[src/include/spfc_cfg.svh]
// Offsets, field positions, patterns and timing counts for self-program flash control
`ifndef SPFC_CFG_SVH
`define SPFC_CFG_SVH

`define SPFC_CSR_DATA_OFS   8'h57
`define SPFC_IO_BIAS        8'h20
`define SPFC_CSR_IO_OFS     (`SPFC_CSR_DATA_OFS - `SPFC_IO_BIAS)
`define SPFC_CSR_RESET      8'h00

`define SPFC_B_IE           7
`define SPFC_B_BUSY         6
`define SPFC_B_EN           0

`define SPFC_CMD_LOAD       6'h01
`define SPFC_CMD_ERASE      6'h03
`define SPFC_CMD_WRITE      6'h05
`define SPFC_CMD_LOCK       6'h09
`define SPFC_CMD_REEN       6'h11
`define SPFC_CMD_SIG        6'h21
`define SPFC_CMD_NONE       6'h00

`define SPFC_SPM_WIN        3'h4
`define SPFC_LPM_WIN        3'h3
`define SPFC_WIN_FIRST      3'h1

`define SPFC_PC_W           13
`define SPFC_PAGE_MSB       13
`define SPFC_PAGE_LSB       7
`define SPFC_WORD_MSB       6
`define SPFC_WORD_LSB       1
`define SPFC_RWW_PAGES      7'h70

`define SPFC_BOOT_128       13'h1F80
`define SPFC_BOOT_256       13'h1F00
`define SPFC_BOOT_512       13'h1E00
`define SPFC_BOOT_1024      13'h1C00

`define SPFC_CLK_PERIOD_NS  25
`define SPFC_PROG_MIN_NS    3200000
`define SPFC_PROG_MAX_NS    3400000
`define SPFC_TMR_W          17
`define SPFC_PROG_CYCLES    ((`SPFC_PROG_MIN_NS + `SPFC_CLK_PERIOD_NS - 1) / `SPFC_CLK_PERIOD_NS)

`endif

[src/include/spfc_pkg.sv]
// Types for self-program flash control
package spfc_pkg;

   typedef enum logic [2:0] {
      SPFC_ST_IDLE  = 3'b001,
      SPFC_ST_ARMED = 3'b010,
      SPFC_ST_PROG  = 3'b100
   } spfc_state_t;

   typedef struct packed {
      spfc_state_t  state;
      logic [7:0]   csr;
      logic [2:0]   win;
      logic         dirty;
      logic [6:0]   page;
      logic         stalling_region;
      logic [7:0]   rdata;
      logic         irq;
      logic         stall;
      logic         erase_go;
      logic         write_go;
      logic         lock_go;
      logic [7:0]   lock_data;
      logic         pbuf_we;
      logic         pbuf_clear;
      logic [5:0]   pbuf_word;
      logic [15:0]  pbuf_data;
      logic         lpm_valid;
      logic [7:0]   lpm_data;
      logic [12:0]  boot_start;
      logic         tmr_start;
   } spfc_regs_t;

   typedef struct packed {
      logic [16:0]  cnt;
      logic         run;
      logic         done;
   } spfc_tmr_t;

endpackage

[src/hdl/spfc_prog_timer.sv]
// Programming-time counter for erase, page write and lock programming
`timescale 1ns/1ps
`default_nettype none
`include "spfc_cfg.svh"

module spfc_prog_timer #(
   parameter logic [16:0] CYCLES = 17'(`SPFC_PROG_CYCLES)
) (
   input  wire logic clk,
   input  wire logic rst_b,
   input  wire logic start,
   output logic      done
);
   import spfc_pkg::*;

   spfc_tmr_t t_r;
   spfc_tmr_t t_nxt;

   always_comb begin
      t_nxt      = t_r;
      t_nxt.done = 1'b0;
      if (start) begin
         t_nxt.run = 1'b1;
         t_nxt.cnt = CYCLES - 17'h00001;
      end else if (t_r.run) begin
         if (t_r.cnt == 17'h00000) begin
            t_nxt.run  = 1'b0;
            t_nxt.done = 1'b1;
         end else begin
            t_nxt.cnt = t_r.cnt - 17'h00001;
         end
      end
   end

   always_ff @(posedge clk or negedge rst_b) begin
      if (!rst_b) begin
         t_r <= '0;
      end else begin
         t_r <= t_nxt;
      end
   end

   assign done = t_r.done;

endmodule // spfc_prog_timer

`default_nettype wire

[src/hdl/spfc_ctrl.sv]
// Self-program flash control: command arming, page buffer, erase/write/lock sequencing
`timescale 1ns/1ps
`default_nettype none
`include "spfc_cfg.svh"

module spfc_ctrl #(
   parameter logic [16:0] PROG_CYCLES = 17'(`SPFC_PROG_CYCLES)
) (
   input  wire logic        clk,
   input  wire logic        rst_b,
   input  wire logic        reg_wr,
   input  wire logic        reg_rd,
   input  wire logic        reg_io_space,
   input  wire logic [7:0]  reg_addr,
   input  wire logic [7:0]  reg_wdata,
   output logic      [7:0]  reg_rdata,
   input  wire logic        spm_strobe,
   input  wire logic        lpm_strobe,
   input  wire logic [15:0] z_ptr,
   input  wire logic [15:0] data_register_pair,
   input  wire logic        global_int_en,
   input  wire logic [1:0]  boot_size_fuse,
   input  wire logic [7:0]  lock_bits_in,
   input  wire logic [7:0]  fuse_bits_in,
   input  wire logic [7:0]  sig_row_byte,
   output logic             ready_irq,
   output logic             rww_region_busy,
   output logic             cpu_stall,
   output logic      [12:0] boot_start,
   output logic             flash_erase_go,
   output logic             flash_write_go,
   output logic      [6:0]  page_select_field,
   output logic             lock_prog_go,
   output logic      [7:0]  lock_prog_data,
   output logic             pbuf_we,
   output logic             pbuf_clear,
   output logic      [5:0]  word_select_field,
   output logic      [15:0] pbuf_data,
   output logic             lpm_valid,
   output logic      [7:0]  lpm_data
);
   import spfc_pkg::*;

   spfc_regs_t s_r;
   spfc_regs_t s_nxt;
   logic       tmr_done;
   logic       addr_hit;
   logic       wr_hit;
   logic [5:0] wr_cmd;
   logic       wr_legal;
   logic [5:0] cur_cmd;
   logic [6:0] z_page;

   spfc_prog_timer #(
      .CYCLES (PROG_CYCLES)
   ) u_timer (
      .clk   (clk),
      .rst_b (rst_b),
      .start (s_r.tmr_start),
      .done  (tmr_done)
   );

   // Data-space or I/O-space decode of the single register
   assign addr_hit = reg_io_space ? (reg_addr == `SPFC_CSR_IO_OFS)
                                  : (reg_addr == `SPFC_CSR_DATA_OFS);
   assign wr_hit   = reg_wr && addr_hit;
   assign wr_cmd   = reg_wdata[5:0];
   assign cur_cmd  = s_r.csr[5:0];
   assign z_page   = z_ptr[`SPFC_PAGE_MSB:`SPFC_PAGE_LSB];

   assign wr_legal = (wr_cmd == `SPFC_CMD_LOAD)  || (wr_cmd == `SPFC_CMD_ERASE) ||
                     (wr_cmd == `SPFC_CMD_WRITE) || (wr_cmd == `SPFC_CMD_LOCK) ||
                     (wr_cmd == `SPFC_CMD_REEN)  || (wr_cmd == `SPFC_CMD_SIG);

   always_comb begin
      s_nxt            = s_r;
      s_nxt.erase_go   = 1'b0;
      s_nxt.write_go   = 1'b0;
      s_nxt.lock_go    = 1'b0;
      s_nxt.pbuf_we    = 1'b0;
      s_nxt.pbuf_clear = 1'b0;
      s_nxt.lpm_valid  = 1'b0;
      s_nxt.tmr_start  = 1'b0;
      s_nxt.rdata      = (reg_rd && addr_hit) ? s_r.csr : 8'h00;
      s_nxt.irq        = s_r.csr[`SPFC_B_IE] && global_int_en && !s_r.csr[`SPFC_B_EN];
      s_nxt.stall      = (s_r.state == SPFC_ST_PROG) && s_r.stalling_region && !tmr_done;

      unique case (boot_size_fuse)
         2'b11: s_nxt.boot_start = `SPFC_BOOT_128;
         2'b10: s_nxt.boot_start = `SPFC_BOOT_256;
         2'b01: s_nxt.boot_start = `SPFC_BOOT_512;
         2'b00: s_nxt.boot_start = `SPFC_BOOT_1024;
      endcase

      if (wr_hit) begin
         s_nxt.csr[`SPFC_B_IE] = reg_wdata[`SPFC_B_IE];
      end

      unique case (s_r.state)
         SPFC_ST_IDLE: begin
            if (wr_hit && wr_legal) begin
               s_nxt.csr[5:0] = wr_cmd;
               s_nxt.state    = SPFC_ST_ARMED;
               s_nxt.win      = `SPFC_WIN_FIRST;
               if (wr_cmd == `SPFC_CMD_REEN && s_r.dirty) begin
                  s_nxt.pbuf_clear = 1'b1;
                  s_nxt.dirty      = 1'b0;
               end
            end
         end

         SPFC_ST_ARMED: begin
            if (spm_strobe) begin
               s_nxt.csr[5:0] = `SPFC_CMD_NONE;
               s_nxt.state    = SPFC_ST_IDLE;
               unique case (cur_cmd)
                  `SPFC_CMD_LOAD: begin
                     s_nxt.pbuf_we   = 1'b1;
                     s_nxt.pbuf_word = z_ptr[`SPFC_WORD_MSB:`SPFC_WORD_LSB];
                     s_nxt.pbuf_data = data_register_pair;
                     s_nxt.dirty     = 1'b1;
                     s_nxt.csr[`SPFC_B_BUSY] = 1'b0;
                  end
                  `SPFC_CMD_ERASE, `SPFC_CMD_WRITE: begin
                     s_nxt.csr[5:0] = cur_cmd;
                     s_nxt.state    = SPFC_ST_PROG;
                     s_nxt.tmr_start = 1'b1;
                     s_nxt.page     = z_page;
                     s_nxt.stalling_region     = (z_page >= `SPFC_RWW_PAGES);
                     s_nxt.erase_go = (cur_cmd == `SPFC_CMD_ERASE);
                     s_nxt.write_go = (cur_cmd == `SPFC_CMD_WRITE);
                     if (z_page < `SPFC_RWW_PAGES) begin
                        s_nxt.csr[`SPFC_B_BUSY] = 1'b1;
                     end
                     if (cur_cmd == `SPFC_CMD_WRITE) begin
                        s_nxt.dirty = 1'b0;
                     end
                  end
                  `SPFC_CMD_LOCK: begin
                     s_nxt.csr[5:0]   = cur_cmd;
                     s_nxt.state      = SPFC_ST_PROG;
                     s_nxt.tmr_start  = 1'b1;
                     s_nxt.stalling_region       = 1'b0;
                     s_nxt.lock_go    = 1'b1;
                     s_nxt.lock_data  = data_register_pair[7:0];
                  end
                  `SPFC_CMD_REEN: begin
                     s_nxt.csr[`SPFC_B_BUSY] = 1'b0;
                  end
                  default: begin
                     // Signature arm: store is a no-op
                     s_nxt.csr[5:0] = `SPFC_CMD_NONE;
                  end
               endcase
            end else begin
               if (lpm_strobe && s_r.win <= `SPFC_LPM_WIN) begin
                  if (cur_cmd == `SPFC_CMD_SIG) begin
                     s_nxt.lpm_valid = 1'b1;
                     s_nxt.lpm_data  = sig_row_byte;
                  end else if (cur_cmd == `SPFC_CMD_LOCK) begin
                     s_nxt.lpm_valid = 1'b1;
                     s_nxt.lpm_data  = z_ptr[0] ? fuse_bits_in : lock_bits_in;
                  end
               end
               if (s_r.win == `SPFC_SPM_WIN) begin
                  s_nxt.csr[5:0] = `SPFC_CMD_NONE;
                  s_nxt.state    = SPFC_ST_IDLE;
               end else begin
                  s_nxt.win = s_r.win + 3'h1;
               end
               // A fresh legal write re-arms the window
               if (wr_hit && wr_legal) begin
                  s_nxt.csr[5:0] = wr_cmd;
                  s_nxt.state    = SPFC_ST_ARMED;
                  s_nxt.win      = `SPFC_WIN_FIRST;
                  if (wr_cmd == `SPFC_CMD_REEN && s_r.dirty) begin
                     s_nxt.pbuf_clear = 1'b1;
                     s_nxt.dirty      = 1'b0;
                  end
               end
            end
         end

         SPFC_ST_PROG: begin
            // Command bits locked; re-enable has no effect here
            if (tmr_done) begin
               s_nxt.csr[5:0] = `SPFC_CMD_NONE;
               s_nxt.state    = SPFC_ST_IDLE;
               s_nxt.stalling_region     = 1'b0;
            end
         end
      endcase
   end

   always_ff @(posedge clk or negedge rst_b) begin
      if (!rst_b) begin
         s_r       <= '0;
         s_r.state <= SPFC_ST_IDLE;
         s_r.csr   <= `SPFC_CSR_RESET;
      end else begin
         s_r <= s_nxt;
      end
   end

   assign reg_rdata         = s_r.rdata;
   assign ready_irq         = s_r.irq;
   assign rww_region_busy   = s_r.csr[`SPFC_B_BUSY];
   assign cpu_stall         = s_r.stall;
   assign boot_start        = s_r.boot_start;
   assign flash_erase_go    = s_r.erase_go;
   assign flash_write_go    = s_r.write_go;
   assign page_select_field = s_r.page;
   assign lock_prog_go      = s_r.lock_go;
   assign lock_prog_data    = s_r.lock_data;
   assign pbuf_we           = s_r.pbuf_we;
   assign pbuf_clear        = s_r.pbuf_clear;
   assign word_select_field = s_r.pbuf_word;
   assign pbuf_data         = s_r.pbuf_data;
   assign lpm_valid         = s_r.lpm_valid;
   assign lpm_data          = s_r.lpm_data;
endmodule // spfc_ctrl

`default_nettype wire

[config.mk]
export PLATFORM = sky130hd
export DESIGN_NAME = spfc_ctrl
export DESIGN_NICKNAME = d
export VERILOG_FILES = /design/src/include/spfc_pkg.sv /design/src/hdl/spfc_prog_timer.sv /design/src/hdl/spfc_ctrl.sv
export VERILOG_INCLUDE_DIRS = /design/src /design/src/include
export SDC_FILE = /design/constraint.sdc
export NUM_CORES = 1
export LEC_CHECK = 0
export ABC_AREA = 1
export BUFFER_PORTS_ARGS = -buffer_cell sky130_fd_sc_hd__buf_2
export CAP_MARGIN = 10
export CELL_PAD_IN_SITES_DETAIL_PLACEMENT = 0
export CELL_PAD_IN_SITES_GLOBAL_PLACEMENT = 1
export CORE_ASPECT_RATIO = 1.1
export CORE_UTILIZATION = 42
export CTS_CLUSTER_SIZE = 30
export DETAILED_ROUTE_END_ITERATION = 7
export PLACE_DENSITY_LB_ADDON = 0.1
export REMOVE_ABC_BUFFERS = 1
export SYNTH_ARGS = -nofsm -noshare
export SYNTH_HDL_FRONTEND = slang
export SYNTH_HIERARCHICAL = 1
export SYNTH_SLANG_ARGS = --single-unit
[constraint.sdc]
create_clock -name clk -period 3 [get_ports clk]
set_clock_uncertainty 0.2 [all_clocks]
set_input_delay 0 -clock clk [delete_from_list [all_inputs] [get_ports clk]]
set_output_delay 0 -clock clk [all_outputs]
set_load 0.02 [all_outputs]
==> qor.json <==
{
  "ys_warn_count": 6,
  "min_to": "lpm_data[2]",
  "clkSinkCount": 101,
  "via_count": 4681,
  "share_clk_of_total_power_pct": 20.6,
  "synth-edff-count": 0,
  "r2r-end": "lpm_data[7]",
  "clock_latency_ps": 340,
  "hold_violations": 0,
  "buffer_ports.inserted": 146,
  "clock_tree_root_buffer_cell": "sky130_fd_sc_hd__clkbuf_16",
  "cts_tree": "built",
  "power_frac_comb_pct": 42.7,
  "synth_largest_area_cell": "sky130_fd_sc_hd__dfrtp_1",
  "critical_path.startpoint_type": "register",
  "p_int_mw": 3.40,
  "worst-setup-path-type": "reg -> reg",
  "fmax_ghz": 0.370,
  "dp_slack_ps": 777,
  "drc": 0,
  "drt_pass1_iterations": 4,
  "grt_start_max_net_pins": 67,
  "critical_path.top_delay_family": "buffers and inverters",
  "placeableCoreArea_mm2": 0.0132,
  "worst-path-buf-inv": 3,
  "holdPathStages": 5,
  "p_seq_share_pct": 36.7,
  "fin_crit_sh_pct": 90.1,
  "mean_routed_wirelength_per_cell_um": 13.4,
  "synth_area_per_cell_um2": 8.41,
  "critical_path_arrival_ps": 2780,
  "yosysTopAreaCellShare_pct": 44.2,
  "cts_buffers": 9,
  "worst-r2r-setup-slack_ps": 300,
  "worst_setup_path_end_kind": "register",
  "dieHeight_um": 124,
  "antenna_cells": 0,
  "fill_cells": 1281,
  "initialDrtViolationCount": 162,
  "timing_worst_slew_pin_value_ps": 859,
  "worst-r2r-cell-count": 9,
  "placed_cells": 913,
  "gr-usage-met1_pct": 23.7,
  "power.switching_fraction_pct": 41.7,
  "setup_viol": 0,
  "layoutNonFillerInstCount": 998,
  "netlist_instances": 673,
  "worstHoldPathType": "in -> reg",
  "cpPeakStageDelay_ps": 580,
  "global_routing_met2_resource_utilization_pct": 35.8,
  "crit_path_cell_trace": "nor2_1, inv_1, nor2_2, nand3_2, o22ai_1, dlygate4sd3_1, nand2_1, nand2_1, dlygate4sd3_1",
  "predominant_post_synthesis_flop_cell": "sky130_fd_sc_hd__dfrtp_1",
  "number_of_global_route_vias_before_repair": 4684,
  "finalSetupTns_ps": 0,
  "asyncSetResetFlopFracSynth_pct": 100,
  "leakagePower_nw": 4.02,
  "fp.dieW_um": 113,
  "unrepaired_setup_endpoints_after_global_routing": "false",
  "drt_wl_total_um": 13300,
  "hold_path_startpoint": "lpm_strobe",
  "rows": 44,
  "critical_path_required_ps": 3080,
  "design.final.nets": 918,
  "hpwl_um": 9510,
  "synth_top_cells_by_area": "sky130_fd_sc_hd__dfrtp_1 (44%), sky130_fd_sc_hd__nand2_1 (12%), sky130_fd_sc_hd__buf_4 (8.9%)",
  "grt.busiest_layer": "met2",
  "start_util_pct": 43.0,
  "yosys_cell_types": 42,
  "area_used_by_multi_input_combinational_logic_mm2": 0.00227,
  "timing.final.ws_setup_ps": 298,
  "portion_of_the_post_synthesis_area_used_by_sequential_elements_pct": 44.7,
  "power_mw": 5.82,
  "overflow": 0,
  "ctsLongestPathBuffers": 2,
  "sequential_cell_area_mm2": 0.00253,
  "worst_ir_drop_vdd_mv": 0.396,
  "post_route_cells_drive_above_1_share_pct": 28.1,
  "grt_antenna_before_repair": 0,
  "timing.rr.start": "cur_cmd[2]",
  "grt_first_pass_wirelength_um": 21900,
  "synth.cell_area_mm2": 0.00566,
  "die_area_mm2": 0.0139,
  "cts_htree_levels": 3,
  "clkTransAtPathRegs_ps": 70,
  "relSlewSlack_pct": 42.7,
  "power.net_switching_mw": 2.43,
  "detail_route.vias_per_cell": 4.69,
  "cp_max_fo": 9,
  "i_o_pin_count": 157,
  "globalRouteTotalUtil_pct": 20.2,
  "grtUsageMet3_pct": 4.18,
  "final-max-slew-violation-count": 0,
  "timing.max_cap.violations": 0,
  "timing.final.crit_period_ps": 2700,
  "gp_congestion": 0.810,
  "area_delta_synth_final_pct": 25.0,
  "synth_seq_cells": 101,
  "powerDensity_mw_per_mm2": 823,
  "cpMaxStageDelayCell": "sky130_fd_sc_hd__dlygate4sd3_1",
  "outcome": "finished, final reports clean",
  "postRouteAntennaNets": 0
}
## routing by layer
metal,wire (um),part of all wire (%)
met1,5750,43
met2,6820,51
met3,567,4.2
met4,213,1.6
met5,0,0
## worst max-delay path by stage
stage,startpoint,endpoint,slack (ps),depth (start not counted)
after floorplan,s_r[88],page_select_field[0],1040,7
after global placement,s_r[90],pbuf_data[14],800,6
after detailed placement,s_r[90],pbuf_data[15],780,6
after CTS,cur_cmd[2],lpm_data[4],330,9
after global routing,cur_cmd[2],lpm_data[4],170,9
final,cur_cmd[2],lpm_data[7],300,9
## synthesized netlist by cell type, drive strengths merged, types with 4 or more instances
cell type,count
nand2,194
nand4,10
nor2,64
dfrtp,100
buf,72
o21bai,12
a21oi,6
clkbuf,6
nand3,45
inv,80
nor3,5
mux2,26
o21ai,23
o22ai,9
ha,4
## power by group through the flow
stage	Combinational, mW	Clock, mW	Sequential [mW]
floorplan	1.44	0	2.39
global placement	2.39	0	2.14
detailed placement	2.43	0	2.16
CTS	2.52	1.24	2.13
global route	2.81	1.29	2.20
finish	2.49	1.20	2.14
## state kept, by name (all words and copies together), names as in the netlist, 4 cells and up
name               flops
u_timer/t_r           18
pbuf_data             16
s_r                   10
lock_prog_data         8
lpm_data               8
reg_rdata              8
page_select_field      7
cur_cmd                6
word_select_field      6
boot_start             4
## layout by cell type, fill, tap and decap left out, types with 2 or more instances in the layout
master and instances:
sky130_fd_sc_hd__nor3_1 5, sky130_fd_sc_hd__buf_4 6, sky130_fd_sc_hd__nand3_1 42, sky130_fd_sc_hd__inv_1 74
sky130_fd_sc_hd__o22ai_1 9, sky130_fd_sc_hd__inv_2 5, sky130_fd_sc_hd__o21ai_0 23, sky130_fd_sc_hd__conb_1 8
sky130_fd_sc_hd__mux2_4 3, sky130_fd_sc_hd__nand3b_1 2, sky130_fd_sc_hd__buf_2 145, sky130_fd_sc_hd__clkbuf_16 9
sky130_fd_sc_hd__or2_2 2, sky130_fd_sc_hd__inv_6 3, sky130_fd_sc_hd__nor2_4 7, sky130_fd_sc_hd__nor2_2 10
sky130_fd_sc_hd__nand2_4 7, sky130_fd_sc_hd__nand3_2 2, sky130_fd_sc_hd__dlygate4sd3_1 69, sky130_fd_sc_hd__a21oi_1 6
sky130_fd_sc_hd__nand2_2 4, sky130_fd_sc_hd__nor2_8 2, sky130_fd_sc_hd__o21bai_1 12, sky130_fd_sc_hd__nand2_1 183
sky130_fd_sc_hd__ha_1 4, sky130_fd_sc_hd__nand4_1 9, sky130_fd_sc_hd__dfrtp_1 100, sky130_fd_sc_hd__nor2_1 45
sky130_fd_sc_hd__mux2_2 22, sky130_fd_sc_hd__xor2_1 2
## worst min-delay path: stages
cell and delay (ps):
sky130_fd_sc_hd__buf_2 80, sky130_fd_sc_hd__o211a_1 160, sky130_fd_sc_hd__nand2_2 130, sky130_fd_sc_hd__nand2_1 90
sky130_fd_sc_hd__nand2_1 60
## cell families after synthesis
group	synth area share [%]
AOI/OAI and AO/OA	5.95
xor gates and xnor gates	0.464
and+or+nand+nor	26.9
buffers and inverters	15.6
adders and majority gates	0.884
DFF	44.7
muxes	5.37
other	0.133
## final cells by class
cell class | count | area share (%)
Tap cell | 161 | 2.85
Inverter | 81 | 4.33
Clock buffer | 10 | 3.24
Clock inverter | 6 | 1.08
Timing Repair Buffer | 220 | 20.7
Sequential cell | 101 | 35.7
Multi-Input combinational cell | 419 | 32.1
## per-stage QoR
step,util (%),instance area [um^2],hold WS (ps)
5_1_grt,53.8,7080,56.8
4_1_cts,53.8,7080,5.77
3_3_place_gp,46.2,6080,-67.7
3_5_place_dp,46.2,6080,-61.0
6_report,53.8,7080,7.96
2_1_floorplan,-,5110,-496
## repair_timing
item / in CTS / in global routing
resized for setup: 0 / 0
hold buffers: 69 / 0
hold endpoints to repair: 134 / 0
buffers inserted: 0 / 0
Power figures use the tool's default switching activity.
